<file path="src/core/uart_flow_pkg.sv">
package uart_flow_pkg;
  // =========================================================
  // register indices
  localparam logic [3:0] REG_IER = 4'h0;
  localparam logic [3:0] REG_ISR = 4'h1;
  localparam logic [3:0] REG_LCR = 4'h2;
  localparam logic [3:0] REG_MCR = 4'h3;
  localparam logic [3:0] REG_LSR = 4'h4;
  localparam logic [3:0] REG_MSR = 4'h5;
  localparam logic [3:0] REG_SPR = 4'h6;
  localparam logic [3:0] REG_EFR = 4'h7;
  localparam logic [3:0] REG_SW_FLOW_RESUME_CHAR_1 = 4'h8;
  localparam logic [3:0] REG_SW_FLOW_RESUME_CHAR_2 = 4'h9;
  localparam logic [3:0] REG_SW_FLOW_PAUSE_CHAR_1 = 4'hA;
  localparam logic [3:0] REG_SW_FLOW_PAUSE_CHAR_2 = 4'hB;
  localparam logic [3:0] REG_DLL = 4'hC;
  localparam logic [3:0] REG_DLM = 4'hD;
  localparam logic [3:0] REG_TRIG = 4'hE;
  localparam logic [3:0] REG_RXDATA = 4'hF;
  // =========================================================
  // reset values
  localparam logic [7:0] RST_ZERO = 8'h00;
  localparam logic [7:0] RST_SPR = 8'hFF;
  localparam logic [7:0] RST_DLL = 8'h01;
  localparam logic [7:0] RST_DLM = 8'h00;
  // =========================================================
  // field positions
  localparam int EFR_SPECIAL = 5;
  localparam int EFR_AUTO_RTS = 6;
  localparam int EFR_AUTO_CTS = 7;
  localparam int EFR_ENH = 4;
  localparam int IER_RX = 0;
  localparam int IER_SPECIAL = 5;
  localparam int MCR_DTR = 0;
  localparam int MCR_RTS = 1;
  localparam int MCR_OUT2 = 3;
  localparam int MCR_MULTIDROP = 6;
  localparam int ISR_SPECIAL = 4;
  localparam int ISR_PAUSE = 5;
  localparam int LSR_DR = 0;
  localparam int LSR_THRE = 5;
  localparam int LSR_TEMT = 6;
  localparam int MODEM_CTS = 0;
  localparam logic [1:0] FLOW_NONE = 2'b00;
  localparam logic [1:0] FLOW_PAIR2 = 2'b01;
  localparam logic [1:0] FLOW_PAIR1 = 2'b10;
  localparam logic [2:0] ISR_ID_RX = 3'b010;
  localparam logic [2:0] ISR_ID_NONE = 3'b000;
endpackage

</file>
<file path="src/core/flow_fifo.sv">
`timescale 1ns/1ps
module flow_fifo #(
  parameter int WIDTH = 8,
  parameter int DEPTH = 4,
  parameter int LW = $clog2(DEPTH + 1)
) (
  input wire logic mclk,
  input wire logic reset,
  input wire logic in_valid,
  output logic in_ready,
  input wire logic [WIDTH-1:0] in_data,
  output logic out_valid,
  input wire logic out_ready,
  output logic [WIDTH-1:0] out_data,
  output logic [LW-1:0] level
);
  localparam int AW = (DEPTH > 1) ? $clog2(DEPTH) : 1;
  logic [WIDTH-1:0] mem [DEPTH];
  logic [AW-1:0] wr_ptr, rd_ptr, next_wr_ptr, next_rd_ptr;
  logic [LW-1:0] next_level;
  logic full;
  logic next_full;
  logic push, pop;

  assign push = in_valid && !full;
  assign pop = (level != '0) && out_ready;
  // ready is the registered one so it leaves the block straight from a flop
  assign full = !in_ready;
  assign out_valid = (level != '0);
  assign out_data = mem[rd_ptr];

  always_comb begin
    next_wr_ptr = wr_ptr;
    next_rd_ptr = rd_ptr;
    next_level = level;
    if (push) begin
      next_wr_ptr = (int'(wr_ptr) == DEPTH - 1) ? '0 : AW'(int'(wr_ptr) + 1);
    end
    if (pop) begin
      next_rd_ptr = (int'(rd_ptr) == DEPTH - 1) ? '0 : AW'(int'(rd_ptr) + 1);
    end
    if (push && !pop) begin
      next_level = LW'(int'(level) + 1);
    end else if (pop && !push) begin
      next_level = LW'(int'(level) - 1);
    end
    // full is kept as a flop so the ready seen upstream is glitch free
    next_full = (int'(next_level) == DEPTH);
  end

  always_ff @(posedge mclk or posedge reset) begin
    if (reset) begin
      wr_ptr <= '0;
      rd_ptr <= '0;
      level <= '0;
      in_ready <= 1'b1;
    end else begin
      wr_ptr <= next_wr_ptr;
      rd_ptr <= next_rd_ptr;
      level <= next_level;
      in_ready <= !next_full;
    end
  end

  always_ff @(posedge mclk) begin
    if (push) begin
      mem[wr_ptr] <= in_data;
    end
  end
endmodule // flow_fifo

</file>
<file path="src/core/uart_flow_ctrl.sv">
`timescale 1ns/1ps
module uart_flow_ctrl
  import uart_flow_pkg::*;
#(
  parameter int FIFO_DEPTH = 4,
  parameter int HYST = 1,
  parameter int LW = $clog2(FIFO_DEPTH + 1)
) (
  input wire logic mclk,
  input wire logic reset,
  input wire logic power_on,
  input wire logic [3:0] reg_sel,
  input wire logic reg_wr,
  input wire logic reg_rd,
  input wire logic [7:0] reg_wdata,
  output logic [7:0] reg_rdata,
  input wire logic rx_valid,
  input wire logic [7:0] rx_data,
  input wire logic rx_addr_flag,
  output logic rx_ready,
  input wire logic tx_serial,
  input wire logic tx_hold_empty,
  input wire logic tx_shift_empty,
  output logic tx_allow,
  output logic tx_out,
  input wire logic cts_n,
  input wire logic dsr_n,
  input wire logic ri_n,
  input wire logic dcd_n,
  output logic rts_n,
  output logic dtr_n,
  output logic int_out,
  output logic int_oe_n,
  output logic [15:0] divisor
);
  // =========================================================
  // control registers
  logic [7:0] interrupt_enable_reg, lcr, mcr, scratch_reg, enhanced_feature_control, sw_flow_resume_char_1, sw_flow_resume_char_2, sw_flow_pause_char_1, sw_flow_pause_char_2, rx_trig;
  logic [7:0] next_ier, next_lcr, next_mcr, next_spr, next_efr;
  logic [7:0] next_sw_flow_resume_char_1, next_sw_flow_resume_char_2, next_sw_flow_pause_char_1, next_sw_flow_pause_char_2, next_rx_trig;
  logic [7:0] dll, divisor_high_byte, next_dll, next_dlm;
  logic special_flag, pause_flag, next_special_flag, next_pause_flag;
  logic sw_paused, next_sw_paused;
  logic addr_match, next_addr_match;
  logic rts_hold, next_rts_hold;
  logic thre_q, temt_q;
  logic [7:0] next_rdata;
  logic next_rts_n, next_tx_allow, next_int_out, next_int_oe_n;

  // =========================================================
  // pin synchronisers for modem inputs
  logic [3:0] modem_meta, modem_sync;
  always_ff @(posedge mclk or posedge reset) begin
    if (reset) begin
      modem_meta <= '1;
      modem_sync <= '1;
    end else begin
      modem_meta <= {dcd_n, ri_n, dsr_n, cts_n};
      modem_sync <= modem_meta;
    end
  end

  // =========================================================
  // receive FIFO
  logic fifo_in_valid, fifo_out_valid, fifo_pop;
  logic [7:0] fifo_out_data;
  logic [LW-1:0] fifo_level;

  flow_fifo #(
    .WIDTH(8),
    .DEPTH(FIFO_DEPTH),
    .LW(LW)
  ) u_rx_fifo (
    .mclk(mclk),
    .reset(reset),
    .in_valid(fifo_in_valid),
    .in_ready(rx_ready),
    .in_data(rx_data),
    .out_valid(fifo_out_valid),
    .out_ready(fifo_pop),
    .out_data(fifo_out_data),
    .level(fifo_level)
  );

  // =========================================================
  // receive character classification
  logic rx_take, wr_en, rd_en, enh_ok;
  logic hit_on1, hit_on2, hit_off1, hit_off2;
  logic flow_on, flow_off, special_hit, store_char, md_on;
  logic [1:0] flow_mode;

  assign rx_take = rx_valid && rx_ready;
  assign flow_mode = enhanced_feature_control[1:0];
  // bit 0 of each stored char meets bit 0 of rx_data, the first serial bit
  assign hit_on1 = (rx_data == sw_flow_resume_char_1);
  assign hit_on2 = (rx_data == sw_flow_resume_char_2);
  assign hit_off1 = (rx_data == sw_flow_pause_char_1);
  assign hit_off2 = (rx_data == sw_flow_pause_char_2);
  assign md_on = mcr[MCR_MULTIDROP];
  assign fifo_pop = rd_en && (reg_sel == REG_RXDATA) && fifo_out_valid;
  assign wr_en = reg_wr;
  assign rd_en = reg_rd;
  // enhanced bits only change while the enable bit is set
  assign enh_ok = enhanced_feature_control[EFR_ENH];

  always_comb begin
    flow_on = 1'b0;
    flow_off = 1'b0;
    unique case (flow_mode)
      FLOW_PAIR1: begin
        flow_on = hit_on1;
        flow_off = hit_off1;
      end
      FLOW_PAIR2: begin
        flow_on = hit_on2;
        flow_off = hit_off2;
      end
      FLOW_NONE: begin
        flow_on = 1'b0;
        flow_off = 1'b0;
      end
      default: begin
        // single characters of either pair are honoured
        flow_on = hit_on1 || hit_on2;
        flow_off = hit_off1 || hit_off2;
      end
    endcase
    special_hit = enhanced_feature_control[EFR_SPECIAL] && hit_off2;
    if (md_on && rx_addr_flag) begin
      store_char = 1'b0;
    end else if (md_on && !addr_match) begin
      store_char = 1'b0;
    end else if (special_hit && flow_mode != FLOW_PAIR2) begin
      store_char = 1'b1;
    end else begin
      store_char = !(flow_on || flow_off);
    end
  end

  assign fifo_in_valid = rx_take && store_char;

  // =========================================================
  // register writes and receive side state
  always_comb begin
    next_ier = interrupt_enable_reg;
    next_lcr = lcr;
    next_mcr = mcr;
    next_spr = scratch_reg;
    next_efr = enhanced_feature_control;
    next_sw_flow_resume_char_1 = sw_flow_resume_char_1;
    next_sw_flow_resume_char_2 = sw_flow_resume_char_2;
    next_sw_flow_pause_char_1 = sw_flow_pause_char_1;
    next_sw_flow_pause_char_2 = sw_flow_pause_char_2;
    next_rx_trig = rx_trig;
    next_sw_paused = sw_paused;
    next_addr_match = addr_match;
    next_special_flag = special_flag;
    next_pause_flag = pause_flag;
    if (wr_en) begin
      unique case (reg_sel)
        REG_IER: next_ier = enh_ok ? reg_wdata : {interrupt_enable_reg[7:4], reg_wdata[3:0]};
        REG_LCR: next_lcr = reg_wdata;
        REG_MCR: next_mcr = enh_ok ? reg_wdata : {mcr[7:5], reg_wdata[4:0]};
        REG_SPR: next_spr = reg_wdata;
        REG_EFR: next_efr = reg_wdata;
        REG_SW_FLOW_RESUME_CHAR_1: next_sw_flow_resume_char_1 = reg_wdata;
        REG_SW_FLOW_RESUME_CHAR_2: next_sw_flow_resume_char_2 = reg_wdata;
        REG_SW_FLOW_PAUSE_CHAR_1: next_sw_flow_pause_char_1 = reg_wdata;
        REG_SW_FLOW_PAUSE_CHAR_2: next_sw_flow_pause_char_2 = reg_wdata;
        REG_TRIG: next_rx_trig = reg_wdata;
        default: begin
          // status, line, modem and data slots ignore writes
        end
      endcase
    end
    // reading the status register acknowledges both character flags
    if (rd_en && reg_sel == REG_ISR) begin
      next_special_flag = 1'b0;
      next_pause_flag = 1'b0;
    end
    if (rx_take) begin
      if (md_on && rx_addr_flag) begin
        next_addr_match = hit_off2;
      end else begin
        if (flow_off) begin
          next_sw_paused = 1'b1;
          next_pause_flag = 1'b1;
        end else if (flow_on) begin
          next_sw_paused = 1'b0;
        end
        // in pair-2 mode the special flag needs its enable as well
        if (special_hit && (flow_mode != FLOW_PAIR2 || interrupt_enable_reg[IER_SPECIAL])) begin
          next_special_flag = 1'b1;
        end
      end
    end
    if (flow_mode == FLOW_NONE) begin
      next_sw_paused = 1'b0;
    end
  end

  // =========================================================
  // pins, interrupt and read data
  logic rx_trig_hit, pending;
  logic [7:0] isr_val, lsr_val, msr_val;
  logic [LW:0] lvl_ext;
  int upper_lvl, lower_lvl;

  assign lvl_ext = {1'b0, fifo_level};
  assign rx_trig_hit = (fifo_level != '0) && (8'(lvl_ext) >= rx_trig);
  assign pending = (interrupt_enable_reg[IER_RX] && rx_trig_hit)
                || (interrupt_enable_reg[IER_SPECIAL] && (special_flag || pause_flag));
  assign isr_val = {2'b00, pause_flag, special_flag,
                    rx_trig_hit ? ISR_ID_RX : ISR_ID_NONE, !pending};
  assign lsr_val = {1'b0, temt_q, thre_q, 4'h0, fifo_out_valid};
  // lower nibble holds no change history, so it reads zero
  assign msr_val = {~modem_sync, 4'h0};

  always_comb begin
    upper_lvl = int'(rx_trig) + HYST;
    lower_lvl = int'(rx_trig) - HYST;
    next_rts_hold = rts_hold;
    if (int'(fifo_level) >= upper_lvl) begin
      next_rts_hold = 1'b1;
    end else if (int'(fifo_level) < lower_lvl) begin
      next_rts_hold = 1'b0;
    end
    // auto control only acts once software has asserted the line
    if (enhanced_feature_control[EFR_AUTO_RTS] && mcr[MCR_RTS]) begin
      next_rts_n = rts_hold;
    end else begin
      next_rts_n = !mcr[MCR_RTS];
    end
    // a frame already under way finishes; only new starts are held
    next_tx_allow = !(enhanced_feature_control[EFR_AUTO_CTS] && modem_sync[MODEM_CTS])
                 && !sw_paused;
    next_int_out = pending;
    next_int_oe_n = !mcr[MCR_OUT2];
    unique case (reg_sel)
      REG_IER: next_rdata = interrupt_enable_reg;
      REG_ISR: next_rdata = isr_val;
      REG_LCR: next_rdata = lcr;
      REG_MCR: next_rdata = mcr;
      REG_LSR: next_rdata = lsr_val;
      REG_MSR: next_rdata = msr_val;
      REG_SPR: next_rdata = scratch_reg;
      REG_EFR: next_rdata = enhanced_feature_control;
      REG_SW_FLOW_RESUME_CHAR_1: next_rdata = sw_flow_resume_char_1;
      REG_SW_FLOW_RESUME_CHAR_2: next_rdata = sw_flow_resume_char_2;
      REG_SW_FLOW_PAUSE_CHAR_1: next_rdata = sw_flow_pause_char_1;
      REG_SW_FLOW_PAUSE_CHAR_2: next_rdata = sw_flow_pause_char_2;
      REG_DLL: next_rdata = dll;
      REG_DLM: next_rdata = divisor_high_byte;
      REG_TRIG: next_rdata = rx_trig;
      REG_RXDATA: next_rdata = fifo_out_valid ? fifo_out_data : RST_ZERO;
    endcase
    if (!rd_en) begin
      next_rdata = reg_rdata;
    end
  end

  always_ff @(posedge mclk or posedge reset) begin
    if (reset) begin
      interrupt_enable_reg <= RST_ZERO;
      lcr <= RST_ZERO;
      mcr <= RST_ZERO;
      scratch_reg <= RST_SPR;
      enhanced_feature_control <= RST_ZERO;
      sw_flow_resume_char_1 <= RST_ZERO;
      sw_flow_resume_char_2 <= RST_ZERO;
      sw_flow_pause_char_1 <= RST_ZERO;
      sw_flow_pause_char_2 <= RST_ZERO;
      rx_trig <= RST_ZERO;
      sw_paused <= 1'b0;
      addr_match <= 1'b0;
      special_flag <= 1'b0;
      pause_flag <= 1'b0;
      rts_hold <= 1'b0;
      rts_n <= 1'b1;
      dtr_n <= 1'b1;
      tx_out <= 1'b1;
      tx_allow <= 1'b0;
      int_out <= 1'b0;
      int_oe_n <= 1'b1;
      thre_q <= 1'b1;
      temt_q <= 1'b1;
      reg_rdata <= RST_ZERO;
    end else begin
      interrupt_enable_reg <= next_ier;
      lcr <= next_lcr;
      mcr <= next_mcr;
      scratch_reg <= next_spr;
      enhanced_feature_control <= next_efr;
      sw_flow_resume_char_1 <= next_sw_flow_resume_char_1;
      sw_flow_resume_char_2 <= next_sw_flow_resume_char_2;
      sw_flow_pause_char_1 <= next_sw_flow_pause_char_1;
      sw_flow_pause_char_2 <= next_sw_flow_pause_char_2;
      rx_trig <= next_rx_trig;
      sw_paused <= next_sw_paused;
      addr_match <= next_addr_match;
      special_flag <= next_special_flag;
      pause_flag <= next_pause_flag;
      rts_hold <= next_rts_hold;
      rts_n <= next_rts_n;
      dtr_n <= !mcr[MCR_DTR];
      tx_out <= tx_serial;
      tx_allow <= next_tx_allow;
      int_out <= next_int_out;
      int_oe_n <= next_int_oe_n;
      thre_q <= tx_hold_empty;
      temt_q <= tx_shift_empty;
      reg_rdata <= next_rdata;
    end
  end

  // =========================================================
  // divisor latches: only the power-up reset touches them
  always_comb begin
    next_dll = dll;
    next_dlm = divisor_high_byte;
    if (wr_en && reg_sel == REG_DLL) begin
      next_dll = reg_wdata;
    end
    if (wr_en && reg_sel == REG_DLM) begin
      next_dlm = reg_wdata;
    end
  end

  always_ff @(posedge mclk or posedge power_on) begin
    if (power_on) begin
      dll <= RST_DLL;
      divisor_high_byte <= RST_DLM;
      divisor <= {RST_DLM, RST_DLL};
    end else begin
      dll <= next_dll;
      divisor_high_byte <= next_dlm;
      divisor <= {next_dlm, next_dll};
    end
  end
endmodule // uart_flow_ctrl

</file>
<file path="config.mk">
export PLATFORM = sky130hd
export DESIGN_NAME = uart_flow_ctrl
export DESIGN_NICKNAME = d
export VERILOG_FILES = /design/src/core/uart_flow_pkg.sv /design/src/core/flow_fifo.sv /design/src/core/uart_flow_ctrl.sv
export SDC_FILE = /design/constraint.sdc
export NUM_CORES = 1
export LEC_CHECK = 0
export BUFFER_PORTS_ARGS = -buffer_cell sky130_fd_sc_hd__buf_2
export CAP_MARGIN = 10
export CORE_ASPECT_RATIO = 0.75
export CORE_MARGIN = 2
export CORE_UTILIZATION = 63
export CTS_CLUSTER_SIZE = 30
export DETAILED_ROUTE_END_ITERATION = 6
export MAX_ROUTING_LAYER = met4
export PLACE_DENSITY = 0.85
export SKIP_CTS_REPAIR_TIMING = 1
export SLEW_MARGIN = 40
export SYNTH_ARGS = -nofsm -noshare
export SYNTH_HDL_FRONTEND = slang
export SYNTH_HIERARCHICAL = 1
export SYNTH_SLANG_ARGS = --single-unit
</file>
<file path="constraint.sdc">
create_clock -name mclk -period 4.96 [get_ports mclk]
set_input_delay 0.744 -clock mclk [delete_from_list [all_inputs] [get_ports mclk]]
set_output_delay 0.744 -clock mclk [all_outputs]
set_load 0.02 [all_outputs]
</file>
After elaboration in Yosys (flattened, before gate mapping)
Memory sizes are Yosys's and may differ from the RTL's.
Cells that the tools add are included.
{"block": "totals", "ff_bits": 149, "mem_bits_rw": 32, "out_inout_bits": 31, "word_cells": 163, "memories": 1}
{"block": "classes", "n_addsub": 6, "magnitude_cmp": 3, "eq_ne": 26, "mux": 32, "n_bitwise": 1, "reduce_logical": 59}
{"name": "u_rx_fifo.mem", "words": 4, "width": 8, "rd": 1, "rd_ports_with_merged_regs": 0, "write_ports": 1, "line_no": "flow_fifo.sv:18", "text": "logic [WIDTH-1:0] mem [DEPTH];"}
{"operator": "$pmux W8 S16", "n": 1}
{"operator": "$eq A4 B4 Y1 const B", "n": 8}
{"operator": "$eq A8 B8 Y1", "n": 4}
{"operator": "$mux W8", "n": 3}
{"operator": "$logic_and A1 B1 Y1", "n": 22}
{"operator": "$reduce_and A2 Y1", "n": 11}
{"operator": "$mux W1", "n": 21}
{"operator": "$eq A4 B3 Y1 const B", "n": 4}
{"operator": "$logic_not A1 Y1", "n": 11}
{"operator": "$add A8 B1 Y9 const B", "n": 1}
{"operator": "$ge A3 B9 Y1", "n": 1}
{"operator": "$lt A4 B9 Y1", "n": 1}
{"operator": "$reduce_and A3 Y1", "n": 3}
{"operator": "$sub A8 B1 Y9 const B", "n": 1}
{"operator": "$eq A4 B2 Y1 const B", "n": 2}
{"operator": "$ge A3 B8 Y1", "n": 1}
{"operator": "$eq A2 B1 Y1 const B", "n": 3}
{"operator": "$logic_or A1 B1 Y1", "n": 6}
{"operator": "$mux W2", "n": 3}
{"operator": "$mux W3", "n": 2}
{"operator": "$pmux W1 S3", "n": 2}
{"operator": "$reduce_bool A3 Y1", "n": 2}
{"operator": "$add A2 B1 Y2 const B", "n": 2}
{"operator": "$eq A4 B1 Y1 const B", "n": 1}
{"operator": "other kinds (9)", "n": 11}

Logic depth before layout (Yosys ltp)
Gate-level depths: netlist of run 1.
{"block": "depth", "depth_word": 16, "depth_mapped": 12, "ltp_nobuf": 10}

Cells and area by module
Netlist of run 1, hierarchy kept.
{"module": "uart_flow_ctrl", "n_inst": 1, "cells_per_inst": 578, "area_per_inst_um2": 6546.3, "seq_area_each_um2": 3156.8}
{"module": "flow_fifo", "n_inst": 1, "cells_per_inst": 97, "area_per_inst_um2": 1725.4, "seq_area_each_um2": 1162.4}

Worst setup path before layout of run 1
Ideal clock, no wire load.
{"block": "synth_path", "path_kind": "input to register", "startpoint": "input rx_data[7]", "endpoint": "register u_rx_fifo.in_ready", "setup_time_ns": 0.077, "t_arrival_ns": 2.497, "required_ns": 4.883, "slack_ns": 2.387, "cell_stages": 11, "path_buffers": 2, "path_cell_list": "clkbuf_1 xnor2_1 nand4_1 nor2_1 a32oi_1 nor3_1 nand2_2 buf_6 nor4b_2 a211o_1 o21ai_2"}
{"block": "synth_via", "elab_chain_len": 16, "elab_cells_between_ends": 24}
{"element": "start: declaration", "line_no": "uart_flow_ctrl.sv:18", "text": "input wire logic [7:0] rx_data,"}
{"element": "$eq A8 B8 Y1 (on tied branches)"}
{"element": "$logic_or A1 B1 Y1 (on tied branches)", "line_no": "uart_flow_ctrl.sv:124, uart_flow_ctrl.sv:125"}
{"element": "$pmux W1 S3", "line_no": "uart_flow_ctrl.sv:109", "text": "unique case (flow_mode)"}
{"element": "$logic_or A1 B1 Y1", "line_no": "uart_flow_ctrl.sv:136", "text": "store_char = !(flow_on || flow_off);"}
{"element": "$logic_not A1 Y1", "line_no": "uart_flow_ctrl.sv:136"}
{"element": "$mux W1 *", "line_no": "uart_flow_ctrl.sv:133", "text": "end else if (special_hit && flow_mode != FLOW_PAIR2) begin"}
{"element": "$mux W1 *", "line_no": "uart_flow_ctrl.sv:131", "text": "end else if (md_on && !addr_match) begin"}
{"element": "$mux W1 *", "line_no": "uart_flow_ctrl.sv:129", "text": "if (md_on && rx_addr_flag) begin"}
{"element": "(+1 left out)"}
{"element": "via fifo_in_valid", "line_no": "uart_flow_ctrl.sv:65", "text": "logic fifo_in_valid, fifo_out_valid, fifo_pop;"}
{"element": "$logic_and A1 B1 Y1 *", "line_no": "flow_fifo.sv:25", "text": "assign push = in_valid && !full;"}
{"element": "$logic_not A1 Y1", "line_no": "flow_fifo.sv:44", "text": "end else if (pop && !push) begin"}
{"element": "$logic_and A1 B1 Y1", "line_no": "flow_fifo.sv:44"}
{"element": "$mux W3", "line_no": "flow_fifo.sv:44"}
{"element": "$mux W3 *", "line_no": "flow_fifo.sv:42", "text": "if (push && !pop) begin"}
{"element": "via u_rx_fifo.next_level[2]", "line_no": "flow_fifo.sv:20", "text": "logic [LW-1:0] next_level;"}
{"element": "$eq A3 B3 Y1 *", "line_no": "flow_fifo.sv:48", "text": "next_full = (int'(next_level) == DEPTH);"}
{"element": "$logic_not A1 Y1 *", "line_no": "flow_fifo.sv:61", "text": "in_ready <= !next_full;"}
{"element": "end signal: assignment", "line_no": "flow_fifo.sv:61"}
{"element": "end: declaration", "line_no": "flow_fifo.sv:10", "text": "output logic in_ready,"}
The timed path passes the listed nets; every way through them passes the cells marked *.
A chain may end at the register's enable or synchronous reset.

Worst setup path after layout of run 1
{"block": "layout_path", "startpoint": "input rx_data[7]", "endpoint": "register u_rx_fifo.in_ready"}
{"block": "layout_via", "elab_chain_len": 16, "elab_cells_between_ends": 24}
{"element": "$eq A8 B8 Y1 (on tied branches)"}
{"element": "$logic_or A1 B1 Y1 (on tied branches)", "line_no": "uart_flow_ctrl.sv:124, uart_flow_ctrl.sv:125"}
{"element": "$pmux W1 S3", "line_no": "uart_flow_ctrl.sv:109"}
{"element": "$logic_or A1 B1 Y1", "line_no": "uart_flow_ctrl.sv:136"}
{"element": "$logic_not A1 Y1", "line_no": "uart_flow_ctrl.sv:136"}
{"element": "$mux W1 *", "line_no": "uart_flow_ctrl.sv:133"}
{"element": "$mux W1 *", "line_no": "uart_flow_ctrl.sv:131"}
{"element": "$mux W1 *", "line_no": "uart_flow_ctrl.sv:129"}
{"element": "$logic_and A1 B1 Y1 *", "line_no": "uart_flow_ctrl.sv:140", "text": "assign fifo_in_valid = rx_take && store_char;"}
{"element": "via fifo_in_valid", "line_no": "uart_flow_ctrl.sv:65"}
{"element": "$logic_and A1 B1 Y1 *", "line_no": "flow_fifo.sv:25"}
{"element": "$logic_not A1 Y1", "line_no": "flow_fifo.sv:44"}
{"element": "$logic_and A1 B1 Y1", "line_no": "flow_fifo.sv:44"}
{"element": "$mux W3", "line_no": "flow_fifo.sv:44"}
{"element": "$mux W3 *", "line_no": "flow_fifo.sv:42"}
{"element": "$eq A3 B3 Y1 *", "line_no": "flow_fifo.sv:48"}
{"element": "$logic_not A1 Y1 *", "line_no": "flow_fifo.sv:61"}
Marked as above.

==> results of run 1 <==
[cell type report]
class / instances / area, um2 / area share
Tap cell: 171 / 214 / 0.0233
Clock inverter: 13 / 170 / 0.0185
Inverter: 25 / 98.8 / 0.0108
Sequential cell: 165 / 4320 / 0.471
Timing Repair Buffer: 65 / 328 / 0.0357
Multi-Input combinational cell: 441 / 3600 / 0.392
Clock buffer: 19 / 444 / 0.0484
[worst max-delay path by stage]
stage	endpoint	startpoint	depth (start not counted)
2_1_floorplan	addr_match$_DFFE_PP0P_	reset	1
3_3_place_gp	u_rx_fifo/in_ready$_DFF_PP1_	rx_data[7]	10
3_5_place_dp	u_rx_fifo/in_ready$_DFF_PP1_	rx_data[7]	10
4_1_cts	u_rx_fifo/in_ready$_DFF_PP1_	rx_data[7]	10
5_1_grt	u_rx_fifo/in_ready$_DFF_PP1_	rx_data[7]	10
6_report	u_rx_fifo/in_ready$_DFF_PP1_	rx_data[7]	10
[worst max-delay path, cell delays in order]
cell     delay, ns
buf_2         0.21
xnor2_1       0.15
nand4_1       0.15
nor2_1        0.28
a32oi_1       0.18
nor3_1        0.67
nand2_2       0.32
or3_1         0.38
a21oi_1       0.18
o21ai_2       0.06
[power by group through the flow]
stage	combinational, W	clock (W)	sequential, W
after floorplan	0.000799	0	0.00197
after global placement	0.00105	0	0.00203
after detailed placement	0.00110	0	0.00205
after CTS	0.00112	0.00139	0.00203
after global routing	0.00122	0.00144	0.00207
final	0.00112	0.00138	0.00204
[synth_stat cells, types with 11 or more instances]
cell type	n	area, um2
mux2_2	97	1090
nor3_1	15	75.1
dfrtp_1	109	2730
nand3_1	19	95.1
inv_1	23	86.3
ha_1	18	225
clkbuf_1	21	78.8
a21oi_1	13	65.1
dfstp_2	24	631
nor2_1	21	78.8
nand2_1	32	120
o21ai_0	30	150
and3_1	11	68.8
xnor2_1	29	254
edfxtp_1	32	961
[per-stage QoR]
stage	total power [W]	utilization	instances
2_1_floorplan	0.00277	-	675
3_3_place_gp	0.00308	0.664	867
3_5_place_dp	0.00315	0.664	867
4_1_cts	0.00453	0.712	899
5_1_grt	0.00473	0.712	899
6_report	0.00454	0.712	899
[kinds of logic after synthesis]
kind of cell / share of synthesized area
muxes: 0.171
and+or+nand+nor: 0.101
xor gates and xnor gates: 0.0381
buffers and inverters: 0.0430
AOI/OAI and AO/OA: 0.0979
adders and majority gates: 0.0272
DFF: 0.522
[per-layer routing]
metal	global-route usage	share of wire	vias to the layer above
met2	0.528	0.46	370
met4	0.155	0.039	0
met1	0.469	0.41	3014
li1	-	-	2550
met5	-	0	-
met3	0.0960	0.093	86
==> impl_metrics.ini, run 1 <==
[power]
clkPwrFrac = 0.303
power_density_nw_per_um2 = 495
power.switching_w = 0.00149
power_leakage_nw = 3.82
sw_frac_of_total = 0.329
p_seq_frac = 0.449
p_comb_frac = 0.247
internal-power_w = 0.00304
ir_drop_uv = 387

[cts]
htree_levels = 4
clk_path_buf_depth = 2
cts-root-buf = clkbuf_16
cts_tree = done
cts_buffers = 17
clk_latency_ns = 0.43
clock_sinks = 165
clkSlewWorstSetupHoldPaths_ns = 0.07

[setup_path]
r2r_end = u_rx_fifo/in_ready$_DFF_PP1_
critical_path_arrival_ns = 3.34
critPathLaunchType = input port
required_ns = 5.32
rr_worst_depth = 9
r2r_slack_ns = 2.01
endpoint_kind = flip-flop
r2r-start = sw_flow_pause_char_2[1]$_DFFE_PP0P_
path_class = in -> reg
crit_path_max_fanout = 13

[die]
die_w_um = 136
design.die.area_um2 = 14100
start_util = 0.642
coreArea_um2 = 12900
die_height_um = 103
rows = 36
ios = 65

[detailed_routing]
vias_per_cell = 6.70
drt_iter0_drc = 747
drc_errors = 0
first_pass_iters = 5
wire_per_inst_um = 25.7
drt_wl_total_mm = 23.1
routed-via-count = 6020
ant_nets = 0

[yosys]
ys_ff_latch = 165
syn_nets = 727
synth_area_um2 = 8270
synth_edf_count = 32
synth_cells = 675
ys.flop_type = dfrtp_1
synth_cell_types = 74
async_flop_share = 0.806
yosysSeqAreaShare = 0.522
yosys_warnings = 6
syn_avg_cell_area_um2 = 12.3

[final_layout]
final_common_cell = dfrtp_1
design_area_um2 = 9170
area_growth_pct = 10.9
largest_reg_flops = 32
layout.nets = 767
regMostFlops = u_rx_fifo/mem
n_antenna_cell = 0
final_cell_mix = 109 x dfrtp_1, 97 x mux2_2, 64 x buf_2
num-fill-cells = 893
final_layout_size_suffix_gt1_frac = 0.349

[placement]
pre_cts_ws_ns = 1.63
postPlaceCellArea_um2 = 8550
io_buffers = 64
gp_congestion = 1.07
hpwlAfterDp_mm = 16.2

[sta]
worstMarginPinSlew_ns = 0.824
timing.setup.tns_ns = 0
fin_skew_ns = 0.00775
setup_slack_ns = 1.98
max_freq_mhz = 336
hold_viol = 0
holdWs_ns = 0.290
min_period_ns = 2.98
relSlewSlack = 0.451
min_period_over_period = 0.601
drv_slew = 0
setup_violations = 0
rsz0062_at_grt = no

[grt]
grt_first_pass_wirelength_mm = 34.9
grt_pass1_vias = 5959
track_usage = 0.357
grt_max_degree = 66
grt_antenna_before_repair = 0
grt-ovfl-total = 0

[flow_run]
cap_violations = 0

[hold_path]
hold_path.class = in -> async

[status]
status = finished clean
Note: power is estimated with default switching activity, not from simulation.
==> run 2: changes to the inputs <==
Settings changed: ABC_AREA set to 1, CORE_UTILIZATION 63 to 54, PLACE_DENSITY 0.85 to 0.78.
Clock period 4.96 ns to 2.5 ns, I/O delays scaled along.
==> run 2 against run 1 <==
The flow now finishes with violations (design-rule violations). Synthesized cell count rose by 43%. Setup slack got worse by 1.8 ns. First-iteration DRC count rose by 43%. Critical path depth grew 1. Sequential power is 88% higher. Sequential cell count unchanged. Final cell count up 38%. Via count rose by 19%. Routed wire length decreased by 0.18%. Largest cell class unchanged. Highest routed layer unchanged.
==> impl_metrics.ini, run 2 <==
[final_layout]
fin_cells = 1244
layout.nets = 1082
final_layout_size_suffix_gt1_frac = 0.148
num-fill-cells = 1182
final_common_cell = nand2_1
final_core_util = 0.632
largest_reg_flops = 32
final_cell_mix = 297 x nand2_1, 148 x o21ai_0, 109 x dfrtp_1
area_growth_pct = 13.7
regMostFlops = u_rx_fifo/mem

[die]
die_w_um = 145
die_height_um = 110
start_util = 0.555
rows = 38
design.die.area_um2 = 15900
coreArea_um2 = 14500
ios = 65

[cts]
clkSlewWorstSetupHoldPaths_ns = 0.07
cts_tree = done
clk_path_buf_depth = 2
clk_latency_ns = 0.43
htree_levels = 4
cts-root-buf = clkbuf_16
clock_sinks = 165
cts_buffers = 17

[detailed_routing]
drc_errors = 1
drt_wl_total_mm = 23.0
first_pass_iters = 7
routed-via-count = 7152
vias_per_cell = 5.75
drt_iter0_drc = 1069
wire_per_inst_um = 18.5
ant_nets = 0

[grt]
track_usage = 0.306
grt_pass1_vias = 6626
grt_first_pass_wirelength_mm = 35.9
grt_max_degree = 47
grt_antenna_before_repair = 1
grt-ovfl-total = 0

[flow_run]
cap_violations = 0

[yosys]
yosysTopAreaCellShare = 0.339
syn_nets = 1016
yosysSeqAreaShare = 0.536
synth.area.top_cells = dfrtp_1 34%, nand2_1 14%, edfxtp_1 12%, o21ai_0 9.2%, dfstp_2 7.8%
syn_avg_cell_area_um2 = 8.35
synth_most_common_cell = nand2_1
yosys.area.top_type = dfrtp_1
synth_edf_count = 32
synth_cell_types = 41
synth_cells = 964
yosys_warnings = 6
ys_top_cells_by_count = 297 x nand2_1, 148 x o21ai_0, 109 x dfrtp_1, 97 x inv_1, 78 x nor2_1
ys.flop_type = dfrtp_1
synth_area_um2 = 8050
async_flop_share = 0.806
ys_ff_latch = 165

[placement]
gp_congestion = 1.04
dpl.cell_count = 1210
hpwlAfterDp_mm = 16.6
io_buffers = 64

[sta]
max_freq_mhz = 441
setup_violations = 0
relSlewSlack = 0.573
drv_slew = 0
rsz0062_at_grt = no
hold_viol = 0
timing.setup.tns_ns = 0
min_period_over_period = 0.908
fin_skew_ns = 0.00769
worstMarginPinSlew_ns = 0.638
min_period_ns = 2.27

[setup_path]
cp_common_cell = nand2_1
cp_top_family = simple AND/OR/NAND/NOR gates
critPathLaunchType = flip-flop
cp_num_buf_inv = 2
crit_path_max_fanout = 7
slowest_stage = dfrtp_1
critPathMaxStageDelay_ns = 0.47
endpoint_kind = flip-flop
path_class = reg -> reg
critical_path_arrival_ns = 2.59
required_ns = 2.82
cp_cell_sequence = inv_1 -> ha_1 -> nand2_4 -> nand3_1 -> inv_1 -> a21oi_1 -> nand4_1 -> nor2_1 -> nand2_1 -> nand2_1 -> nand2_1

[power]
power_density_nw_per_um2 = 951
power_leakage_nw = 4.34
ir_drop_uv = 626

[status]
status = complete, but fails checks
violations = design-rule violations

[hold_path]
hold_path.class = in -> async
-- run 2: changes by cell type after synthesis, moves of 11 or more --
cell	delta
mux2_2	-97
o21ai_0	+118
xnor2_1	-20
and3_1	-11
nand2_1	+265
inv_1	+74
nor2_1	+57
-- run 2: final timing paths --
check | end | cells after the start | slack, ns | startpoint
worst max-delay path | reg_rdata[0]$_DFFE_PP0P_ | 11 | 0.23 | u_rx_fifo/level[1]$_DFF_PP0_
worst min-delay path | divisor_high_byte[3]$_DFFE_PP0P_ | 2 | 0.0004 | power_on
worst max register to register | reg_rdata[0]$_DFFE_PP0P_ | 11 | 0.23 | u_rx_fifo/level[1]$_DFF_PP0_
worst min register to register | modem_sync[3]$_DFF_PP1_ | 0 | 0.36 | modem_meta[3]$_DFF_PP1_
max in group asynchronous | tx_out$_DFF_PP1_ | 4 | 1.20 | reset
min in group mclk | modem_meta[0]$_DFF_PP1_ | 1 | 0.04 | cts_n
-- run 2: where the power goes --
group / internal [W] / total [W] / leakage, nW / switching [W]
Sequential: 0.00335 / 0.00383 / 1.93 / 0.000481
Combinational: 0.000774 / 0.00230 / 2.13 / 0.00153
Clock: 0.00143 / 0.00258 / 0.279 / 0.00116
Total: 0.00555 / 0.00871 / 4.34 / 0.00317
-- run 2: cells by family (layout without fill, tap and decap cells) --
group,Yosys count,in the layout,share of synthesized area
AO/OA/AOI/OAI,196,196,0.130
XOR/XNOR,11,11,0.0120
adder cells (fa/ha/maj),18,18,0.0280
buffers and inverters,131,210,0.0665
flip-flops,165,165,0.536
other,0,1,0
AND/OR/NAND/NOR,443,443,0.228
-- run 2: worst register-to-register path, stage by stage (launching register included) --
cell and delay, ns:
dfrtp_1 0.47, inv_1 0.12, ha_1 0.21, nand2_4 0.10, nand3_1 0.18, inv_1 0.16, a21oi_1 0.28, nand4_1 0.12
nor2_1 0.27, nand2_1 0.12, nand2_1 0.09, nand2_1 0.05
-- run 2: layout make-up --
| cell class | count | area [um2] | area share |
|---|---|---|---|
| Timing Repair Buffer | 75 | 418 | 0.0456 |
| Inverter | 103 | 390 | 0.0426 |
| Antenna cell | 1 | 2.50 | 0.000273 |
| Clock buffer | 18 | 439 | 0.0480 |
| Tap cell | 200 | 250 | 0.0273 |
| Clock inverter | 14 | 140 | 0.0153 |
| Multi-Input combinational cell | 668 | 3200 | 0.349 |
| Sequential cell | 165 | 4320 | 0.472 |
-- run 2: per-stage QoR --
step / worst slack, ns / total power (W) / hold WS (ns) / area, um2
finish: 0.230 / 0.00871 / 0.000401 / 9160
global route: 0.160 / 0.00916 / 0.0338 / 9160
CTS: 0.366 / 0.00865 / -0.0882 / 9150
detailed placement: 0.222 / 0.00609 / 0.348 / 8570
global placement: 0.315 / 0.00597 / 0.346 / 8570
floorplan: 0.456 / 0.00527 / 0.190 / 8060
-- run 2: metal layers --
layer,vias up,global-route usage,part of all wire
met5,-,-,0
met4,0,0.119,0.034
met3,75,0.0656,0.12
met2,479,0.446,0.42
met1,3329,0.425,0.42
li1,3269,-,-
